===== config.mk =====
export PLATFORM = sky130hd
export DESIGN_NAME = chgst_regs
export DESIGN_NICKNAME = d
export VERILOG_FILES = /design/src/chgst_pkg.sv /design/src/chgst_regs.sv
export SDC_FILE = /design/constraint.sdc
export NUM_CORES = 1
export LEC_CHECK = 0
export BUFFER_PORTS_ARGS = -buffer_cell sky130_fd_sc_hd__clkbuf_2
export CORE_UTILIZATION = 49
export CTS_CLUSTER_SIZE = 25
export DETAILED_ROUTE_END_ITERATION = 16
export PLACE_DENSITY = 0.8
export SYNTH_ARGS = -nofsm -noshare
export SYNTH_HDL_FRONTEND = slang
export SYNTH_SLANG_ARGS = --single-unit

===== constraint.sdc =====
create_clock -name clk -period 2.2 [get_ports clk]
set_clock_uncertainty 0.15 [all_clocks]
set_input_delay 0.11 -clock clk [delete_from_list [all_inputs] [get_ports clk]]
set_output_delay 0.11 -clock clk [all_outputs]
set_load 0.005 [all_outputs]

===== src/chgst_pkg.sv =====
// What this block does
// - Detecting variant reports eight source type codes
// - Reduced variant reports only four source codes
// - Detected current limit goes to setting register
// - Charge phase: idle, precharge, fast, done
// - Status bit 2 shows power good
// - Status bit 1 always reads zero
// - Status bit 0 shows minimum system regulation
// - Fault bit 7 shows watchdog expiry
// - Fault bit 6 shows boost fault
// - Charge error code: normal, input, thermal, timer
// - Fault bit 3 shows battery overvoltage
// - Buck thermistor codes: normal, warm, cool, cold, hot
// - Boost thermistor codes: normal, cold, hot only
// - Threshold bit 7 selects absolute method
// - Absolute code 2.6V plus 100mV, reset 0x12
// - Codes below 0x0d take effect as 0x0d
// - Relative method: code read-only, internally updated
// - Absolute method: software code stored, read back
// - Result bit 7 shows thermal regulation
// - Low seven bits hold battery voltage result
// - Ship mode bit survives watchdog reset
package chgst_pkg;
  // ----------------------------------------------------------------
  // Register offsets
  // ----------------------------------------------------------------
  localparam logic [7:0] CHGST_OFS_SRC   = 8'h0b;
  localparam logic [7:0] CHGST_OFS_FAULT = 8'h0c;
  localparam logic [7:0] CHGST_OFS_VTH   = 8'h0d;
  localparam logic [7:0] CHGST_OFS_BATTERY_VOLTAGE_RESULT  = 8'h0e;
  // ----------------------------------------------------------------
  // Field positions
  // ----------------------------------------------------------------
  localparam int CHGST_BIT_PG    = 2;
  localparam int CHGST_BIT_RSVD  = 1;
  localparam int CHGST_BIT_VSYS  = 0;
  localparam int CHGST_BIT_WDOG  = 7;
  localparam int CHGST_BIT_BOOST = 6;
  localparam int CHGST_BIT_BOV   = 3;
  localparam int CHGST_BIT_SEL   = 7;
  localparam int CHGST_BIT_THERM = 7;
  // ----------------------------------------------------------------
  // Codes and reset values
  // ----------------------------------------------------------------
  localparam logic [2:0] CHGST_SRC_NONE    = 3'h0;
  localparam logic [2:0] CHGST_SRC_SDP     = 3'h1;
  localparam logic [2:0] CHGST_SRC_ADAPTER = 3'h2;
  localparam logic [2:0] CHGST_SRC_OTG     = 3'h7;
  localparam logic [1:0] CHGST_PH_IDLE = 2'h0;
  localparam logic [1:0] CHGST_PH_PRE  = 2'h1;
  localparam logic [1:0] CHGST_PH_FAST = 2'h2;
  localparam logic [1:0] CHGST_PH_DONE = 2'h3;
  localparam logic [1:0] CHGST_CF_NORMAL = 2'h0;
  localparam logic [1:0] CHGST_CF_INPUT  = 2'h1;
  localparam logic [1:0] CHGST_CF_THERM  = 2'h2;
  localparam logic [1:0] CHGST_CF_TIMER  = 2'h3;
  localparam logic [2:0] CHGST_NTC_NORMAL = 3'h0;
  localparam logic [2:0] CHGST_NTC_WARM   = 3'h2;
  localparam logic [2:0] CHGST_NTC_COOL   = 3'h3;
  localparam logic [2:0] CHGST_NTC_COLD   = 3'h5;
  localparam logic [2:0] CHGST_NTC_HOT    = 3'h6;
  localparam logic [6:0] CHGST_VTH_RESET  = 7'h12;
  localparam logic [6:0] CHGST_VTH_MIN    = 7'h0d;
  localparam int         CHGST_VTH_OFS_MV = 2600;
  localparam int         CHGST_VTH_LSB_MV = 100;
  localparam logic [6:0] CHGST_BATTERY_VOLTAGE_RESULT_RESET = 7'h00;
  localparam int         CHGST_BATTERY_VOLTAGE_RESULT_OFS_MV = 2304;
  localparam int         CHGST_BATTERY_VOLTAGE_RESULT_LSB_MV = 20;
endpackage


===== src/chgst_regs.sv =====
`timescale 1ns/1ps
module chgst_regs
  import chgst_pkg::*;
#(
  parameter bit REDUCED_VARIANT = 1'b0
) (
  // Clock, reset, enable
  input  wire logic       clk,
  input  wire logic       rst,
  input  wire logic       clk_en,
  input  wire logic       sw_reset,
  input  wire logic       wdog_reset,
  // Host register port
  input  wire logic [7:0] reg_addr,
  input  wire logic       reg_wr,
  input  wire logic [7:0] reg_wdata,
  input  wire logic       reg_rd,
  output logic      [7:0] reg_rdata,
  output logic            reg_rvalid,
  // Source and charge status
  input  wire logic [2:0] src_detect_code,
  output logic            ilim_reload,
  input  wire logic       charging,
  input  wire logic       batt_below_lowv,
  input  wire logic       term_done,
  input  wire logic       power_good,
  input  wire logic       in_minimum_system_voltage_reg,
  // Fault conditions
  input  wire logic       wdog_expired,
  input  wire logic       boost_overload,
  input  wire logic       boost_ovp,
  input  wire logic       boost_batt_low,
  input  wire logic       input_fault,
  input  wire logic       thermal_shutdown,
  input  wire logic       safety_timer_expired,
  input  wire logic       batt_ovp,
  input  wire logic       boost_mode,
  input  wire logic       ts_warm,
  input  wire logic       ts_cool,
  input  wire logic       ts_cold,
  input  wire logic       ts_hot,
  // Input voltage threshold
  input  wire logic [6:0] relative_code,
  input  wire logic       relative_load,
  output logic      [6:0] vth_effective_code,
  output logic            vth_absolute,
  // Thermal and battery voltage
  input  wire logic       thermal_reg,
  input  wire logic [6:0] battery_voltage_result_conv,
  input  wire logic       battery_voltage_result_conv_valid,
  // Ship mode
  input  wire logic       ship_off_wr,
  input  wire logic       ship_off_wdata,
  output logic            ship_mode_switch_off
);

  // ----------------------------------------------------------------
  // Helpers
  // ----------------------------------------------------------------
  function automatic logic [6:0] chgst_clamp(input logic [6:0] code);
    chgst_clamp = (code < CHGST_VTH_MIN) ? CHGST_VTH_MIN : code;
  endfunction

  function automatic logic [2:0] chgst_src_map(input logic [2:0] code);
    if (!REDUCED_VARIANT) begin
      chgst_src_map = code;
    end else if (code == CHGST_SRC_NONE || code == CHGST_SRC_SDP || code == CHGST_SRC_OTG) begin
      chgst_src_map = code;
    end else begin
      // Reduced part folds every dedicated adapter kind into one code
      chgst_src_map = CHGST_SRC_ADAPTER;
    end
  endfunction

  logic       wr_src;
  logic       wr_vth;
  logic       rd_fault;
  logic [2:0] src_reg;
  logic [1:0] phase_reg;
  logic       pg_reg;
  logic       vsys_reg;
  logic       wdog_reg;
  logic       boost_reg;
  logic [1:0] cfault_reg;
  logic       bov_reg;
  logic [2:0] ntc_reg;
  logic       sel_reg;
  logic [6:0] code_reg;
  logic       therm_reg;
  logic [6:0] battery_voltage_result_reg;
  logic [7:0] rdata_next;
  logic       boost_evt;

  assign wr_src    = clk_en && reg_wr;
  assign wr_vth    = wr_src && reg_addr == CHGST_OFS_VTH;
  assign rd_fault  = clk_en && reg_rd && reg_addr == CHGST_OFS_FAULT;
  assign boost_evt = boost_overload || boost_ovp || boost_batt_low;

  // ----------------------------------------------------------------
  // Live status capture
  // ----------------------------------------------------------------
  // Writes never reach these flops; only the hardware inputs do
  always_ff @(posedge clk or posedge rst) begin
    if (rst) begin
      src_reg    <= CHGST_SRC_NONE;
      phase_reg  <= CHGST_PH_IDLE;
      pg_reg     <= 1'b0;
      vsys_reg   <= 1'b0;
      cfault_reg <= CHGST_CF_NORMAL;
      bov_reg    <= 1'b0;
      ntc_reg    <= CHGST_NTC_NORMAL;
      therm_reg  <= 1'b0;
    end else if (clk_en) begin
      src_reg <= chgst_src_map(src_detect_code);
      if (!charging) begin
        phase_reg <= CHGST_PH_IDLE;
      end else if (term_done) begin
        phase_reg <= CHGST_PH_DONE;
      end else if (batt_below_lowv) begin
        phase_reg <= CHGST_PH_PRE;
      end else begin
        phase_reg <= CHGST_PH_FAST;
      end
      pg_reg   <= power_good;
      vsys_reg <= in_minimum_system_voltage_reg;
      // Thermal shutdown outranks the timer, which outranks an input fault
      if (thermal_shutdown) begin
        cfault_reg <= CHGST_CF_THERM;
      end else if (safety_timer_expired) begin
        cfault_reg <= CHGST_CF_TIMER;
      end else if (input_fault) begin
        cfault_reg <= CHGST_CF_INPUT;
      end else begin
        cfault_reg <= CHGST_CF_NORMAL;
      end
      bov_reg <= batt_ovp;
      if (ts_hot) begin
        ntc_reg <= CHGST_NTC_HOT;
      end else if (ts_cold) begin
        ntc_reg <= CHGST_NTC_COLD;
      end else if (!boost_mode && ts_warm) begin
        ntc_reg <= CHGST_NTC_WARM;
      end else if (!boost_mode && ts_cool) begin
        ntc_reg <= CHGST_NTC_COOL;
      end else begin
        ntc_reg <= CHGST_NTC_NORMAL;
      end
      therm_reg <= thermal_reg;
    end
  end

  // ----------------------------------------------------------------
  // Source change notice
  // ----------------------------------------------------------------
  // The limit itself lives in the setting register; this only asks it to reload
  always_ff @(posedge clk or posedge rst) begin
    if (rst) begin
      ilim_reload <= 1'b0;
    end else if (clk_en) begin
      ilim_reload <= chgst_src_map(src_detect_code) != src_reg;
    end
  end

  // ----------------------------------------------------------------
  // Latched faults
  // ----------------------------------------------------------------
  // Cleared by reading the fault register; a new event in that cycle wins
  always_ff @(posedge clk or posedge rst) begin
    if (rst) begin
      wdog_reg  <= 1'b0;
      boost_reg <= 1'b0;
    end else if (clk_en) begin
      wdog_reg  <= (wdog_reg && !rd_fault) || wdog_expired;
      boost_reg <= (boost_reg && !rd_fault) || boost_evt;
    end
  end

  // ----------------------------------------------------------------
  // Input voltage threshold
  // ----------------------------------------------------------------
  // Only software reset or rst clears it; the watchdog leaves it alone
  always_ff @(posedge clk or posedge rst) begin
    if (rst) begin
      sel_reg  <= 1'b0;
      code_reg <= CHGST_VTH_RESET;
    end else if (clk_en) begin
      if (sw_reset) begin
        sel_reg  <= 1'b0;
        code_reg <= CHGST_VTH_RESET;
      end else begin
        if (wr_vth) begin
          sel_reg <= reg_wdata[CHGST_BIT_SEL];
        end
        if (!sel_reg && relative_load) begin
          code_reg <= relative_code;
        end else if (wr_vth && reg_wdata[CHGST_BIT_SEL]) begin
          code_reg <= reg_wdata[6:0];
        end
      end
    end
  end

  assign vth_absolute       = sel_reg;
  assign vth_effective_code = chgst_clamp(code_reg);

  // ----------------------------------------------------------------
  // Battery voltage result
  // ----------------------------------------------------------------
  always_ff @(posedge clk or posedge rst) begin
    if (rst) begin
      battery_voltage_result_reg <= CHGST_BATTERY_VOLTAGE_RESULT_RESET;
    end else if (clk_en && battery_voltage_result_conv_valid) begin
      battery_voltage_result_reg <= battery_voltage_result_conv;
    end
  end

  // ----------------------------------------------------------------
  // Ship mode control
  // ----------------------------------------------------------------
  always_ff @(posedge clk or posedge rst) begin
    if (rst) begin
      ship_mode_switch_off <= 1'b0;
    end else if (clk_en) begin
      if (sw_reset) begin
        ship_mode_switch_off <= 1'b0;
      end else if (ship_off_wr) begin
        ship_mode_switch_off <= ship_off_wdata;
      end
    end
  end

  // ----------------------------------------------------------------
  // Read path
  // ----------------------------------------------------------------
  always_comb begin
    case (reg_addr)
      CHGST_OFS_SRC:   rdata_next = {src_reg, phase_reg, pg_reg, 1'b0, vsys_reg};
      CHGST_OFS_FAULT: rdata_next = {wdog_reg, boost_reg, cfault_reg, bov_reg, ntc_reg};
      CHGST_OFS_VTH:   rdata_next = {sel_reg, code_reg};
      CHGST_OFS_BATTERY_VOLTAGE_RESULT:  rdata_next = {therm_reg, battery_voltage_result_reg};
      default:         rdata_next = 8'h00;
    endcase
  end

  always_ff @(posedge clk or posedge rst) begin
    if (rst) begin
      reg_rdata  <= 8'h00;
      reg_rvalid <= 1'b0;
    end else if (clk_en) begin
      reg_rvalid <= reg_rd;
      if (reg_rd) begin
        reg_rdata <= rdata_next;
      end
    end
  end
endmodule


; ---- Word-level counts from Yosys, hierarchy flattened
; Index checks and enable logic that the tools add are counted.
; Widths: inputs -> output; s select.
[classes]
magnitude_cmp = 1
n_eq_ne = 5
mux = 20
n_reduce_logical = 25
[op_table]
columns = operator, n
row1 = $eq 8x4->1 const B, 4
row2 = $pmux 8 s4, 1
row3 = $mux 7, 4
row4 = $mux 2, 7
row5 = $logic_and 1x1->1, 11
row6 = $mux 3, 3
row7 = $reduce_and 2->1, 4
row8 = $lt 7x4->1 const B, 1
row9 = $mux 1, 5
row10 = $logic_or 1x1->1, 4
row11 = $reduce_bool 2->1, 2
row12 = $logic_not 1->1, 3
row13 = $ne 3x3->1, 1
row14 = $reduce_bool 3->1, 1
[totals]
ff_bits = 42

; ---- Logic depth before layout (Yosys ltp)
[depth]
depth_word = 6
mapped_depth = 6

; ---- Least setup slack after synthesis
; OpenSTA, ideal clock, no wires.
[synth_path]
path_kind = register to register
start = reg sel_reg, in the netlist vth_absolute
end = reg code_reg[0]
setup_time_ns = 0.125
arrival_ns = 1.333
t_required_ns = 1.925
setup_slack_ns = 0.591
stages_incl_launch_ff = 7
synth_period_minus_slack_ns = 1.609
cell_sequence = dfrtp_1 > nor2b_1 > clkbuf_1 > o21ai_1 > o31a_1 > buf_6 > mux2_4
[synth_via]
elab_chain_cells = 4
word_cells_on_any_way = 6
classes_between = mux: 2 / reduce/logical: 4
[synth_rtl]
columns = element, line
row1 = start: declaration, chgst_regs.sv:87  ; logic sel_reg;
row2 = start signal: assignment, chgst_regs.sv:192  ; sel_reg <= reg_wdata[CHGST_BIT_SEL];
row3 = $logic_not 1->1 *, chgst_regs.sv:194  ; if (!sel_reg && relative_load) begin
row4 = $logic_and 1x1->1 *, chgst_regs.sv:194
row5 = $reduce_bool 3->1 (no line) / $mux 7 (equally long branches), --
row6 = $reduce_and 2->1 (no line) / $mux 7 (equally long branches), --
row7 = end signal: assignment, chgst_regs.sv:195  ; code_reg <= relative_code;
row8 = end signal: assignment, chgst_regs.sv:197  ; code_reg <= reg_wdata[6:0];
row9 = end: declaration, chgst_regs.sv:88  ; logic [6:0] code_reg;
; Every way passes the cells marked *; elsewhere a longest branch is shown, timed or not.
; A chain may end at the register's enable or synchronous reset.

; ---- Worst setup path after layout
[layout_path]
start = in boost_overload
end = reg boost_reg
[layout_via]
elab_chain_cells = 3
[layout_rtl]
columns = element, line
row1 = start: declaration, chgst_regs.sv:30  ; input wire logic boost_overload,
row2 = $logic_or 1x1->1 (2 in series), chgst_regs.sv:97  ; assign boost_evt = boost_overload || boost_ovp || boost_batt_low;
row3 = $logic_or 1x1->1, chgst_regs.sv:174  ; boost_reg <= (boost_reg && !rd_fault) || boost_evt;
row4 = end signal: assignment, chgst_regs.sv:174
row5 = end: declaration, chgst_regs.sv:83  ; logic boost_reg;
; Every way passes these cells.

==> run metrics <==
initial antenna violation count=0; CP Class=in2reg; post-synthesis sequential area ratio=between 40% and 50%; met2 usage=between 40% and 50%; routed vias/inst=roughly 5.3; total negative setup slack=0 ns; cell taking the most area after synthesis=dfrtp_1; worst hold path depth=4; Area Growth Syn to Fin=38.4%; Final Net Count=~370; Max-Cap Viols=0; antenna diode count=0; synth top area cells=dfrtp_1, mux2_2, mux2_4; worst-skew pair later-pin latency=about 0.29 ns; core area=4120 um^2; CP startpoint kind=input port; global routing usage on met1=32.2%; Req. time, crit path=2.24 ns; largest family of logic cells by synthesized area=multiplexers; CTS tree=built; Lkg Pwr=approximately 1.4 nW; final wirelength=between 5000 and 6000 um; I/O Buffers=80; multiplexer share of the synthesized area=around 17%; CP Capture Type=flip-flop; f_max=between 500 and 600 MHz; synth unique cells=39; Resized Gates After CTS=0; FF/Latch Area=approximately 1100 um^2; post-synth top area share=~46%; RSZ-0062 raised after global routing=false; global route overflow=0; router iterations before antenna repair=4; share of post-route cells with drive strength above 1=roughly two fifths; Hold/Removal Path Class=in2reg; Placed Area=2600 um^2; DRC=0; Slew @ Worst Pin=about 0.53 ns; first-pass GRT wire length=between 8000 and 9000 um; CTS max path bufs=2; cells after synthesis=200; DR vias=approximately 1900; #FFs+latches synth=42; xor-xnor portion of the synthesized cell area=1.22%; Die W=approximately 68 um; R2R cell count=4; Max IR drop VDD=around 0.46 mV; CP arrival=1.83 ns; H-tree Lvls=2; final worst-path cycle share=just over 80%; I/O pins=slightly above 80; vias in the first global route=between 1500 and 2000; Final min period=1.80 ns; Synth Net Count=roughly 260; fill count=about 320; HPWL Detailed=approximately 3800 um; PD cells=between 500 and 600 nW/um^2; Final setup viols=0; floorplan row count=23; ANT nets after route=0; Initial Utilization=approximately 53%; largest net degree at the start of global routing=43; Simple-Gate Fraction of Synth Area=between 10% and 20%; hold buffers post-CTS=30; Die Y=68.4 um; total track usage=roughly a quarter; Multi-input gate area=between 1000 and 1500 um^2; Pins Over Slew Limit=0; relative slew slack=between 60% and 70%; CTS buffer count=5; die area=approximately 4700 um^2; busiest grt layer=met2; synth warn=0; met3 Use GR=3.50%; status=complete, no violations; Pwr Total=around 1.8 mW; drt wl/cell=14.5 um; Synth Area in Compound Gates=between 10% and 20%; Sinks on Clock Net=between 40 and 50; Synth Area per Inst=about 11 um^2; max FFs per register=8; Cell Area, Synth=about 2200 um^2; Final Cell Area=~3000 um^2; synthesized-area fraction occupied by adder cells=0%; clock transition at the registers of the reported paths=0.08 ns; Fin. Hold Viols=0; DRT iter0 DRCs=150; CTS root buffer=clkbuf_8; CP Max Fanout=1; placer congestion estimate=between 0.8 and 0.9; Post CTS Setup Buffer Count=0
## cell type report
type / count / area share, %
flip-flops and latches: 42 / 35.2
multi-input cells: 140 / 34.4
repair buffers: 114 / 24.4
clock buffers: 7 / 2.89
well taps: 50 / 2.09
inverters: 6 / 0.753
clock inverters: 1 / 0.167
## through the flow
stage / cells / worst slack [ns] / utilization (%) / hold WS (ns)
after floorplan: 200 / 0.591 / - / 0.106
after global placement: 322 / 0.431 / 63.1 / 0.0917
after detailed placement: 322 / 0.411 / 63.1 / 0.0981
after CTS: 360 / 0.414 / 72.7 / 0.0111
after global routing: 360 / 0.356 / 72.7 / 0.0437
final: 360 / 0.405 / 72.7 / 0.0157
## worst max-delay path: stages
cell and delay [ns]:
dlygate4sd3_1 0.55, clkbuf_2 0.11, or3_1 0.33, dlygate4sd3_1 0.56, a22o_1 0.19
## layout by cell type (no fill, tap or decap), types with 4 or more instances in the layout
cell	synthesis	layout
clkbuf_2	0	80
dfrtp_1	40	40
dlygate4sd3_1	0	30
nand2_1	23	23
mux2_2	22	22
nor2_1	19	19
a21oi_1	9	9
mux2_4	7	7
o21ai_0	7	7
a22oi_1	7	7
inv_1	6	6
a221o_1	6	6
clkbuf_8	0	6
buf_4	0	4
## path summary, 6_finish.rpt
path	start	to	slack, ns
setup / recovery	boost_overload	boost_reg	0.40
hold / removal	relative_code[1]	code_reg[1]	0.02
setup reg to reg	vth_absolute	code_reg[6]	0.52
hold reg to reg	reg_rdata[0]	reg_rdata[0]	0.34
max in group asynchronous	rst	code_reg[4]	1.19
min in group asynchronous	rst	reg_rdata[2]	0.31
## routing by layer
| metal | vias up | part of all wire [%] |
|---|---|---|
| met1 | 912 | 44 |
| met3 | 7 | 4.7 |
| met4 | 0 | 1.6 |
| met5 | - | 0 |
| li1 | 937 | - |
| met2 | 63 | 50 |
## power by group
part	leakage (nW)	total (mW)	switching (mW)	internal (mW)
clock	0.0482	0.513	0.260	0.253
sequential	0.510	0.895	0.0529	0.842
combinational	0.875	0.356	0.149	0.207
## logic make-up (layout without fill, tap and decap cells)
logic type | count (synthesis) | count (layout)
simple gates | 63 | 63
buf+inv | 18 | 128
compound gates | 43 | 43
mux | 31 | 31
flops | 42 | 42
xor+xnor | 3 | 3
## cell usage after synthesis (all sizes together)
library cell,number
o2111ai,1
a22oi,7
or3,1
dfrtp,40
nor2,19
a22o,2
nand2b,2
a21boi,1
a31oi,1
o211ai,3
o22ai,1
buf,5
xnor2,3
nor3,3
nor4,2
nand4b,2
and3b,1
or4b,1
or2,2
mux2,29
a32o,2
nand3b,2
nand2,23
nor2b,3
a221o,6
a41oi,1
inv,6
o21ai,8
o31a,1
clkbuf,7
dfstp,2
and2,2
a21oi,9
mux2i,2
Power figures use the tool's default switching activity.
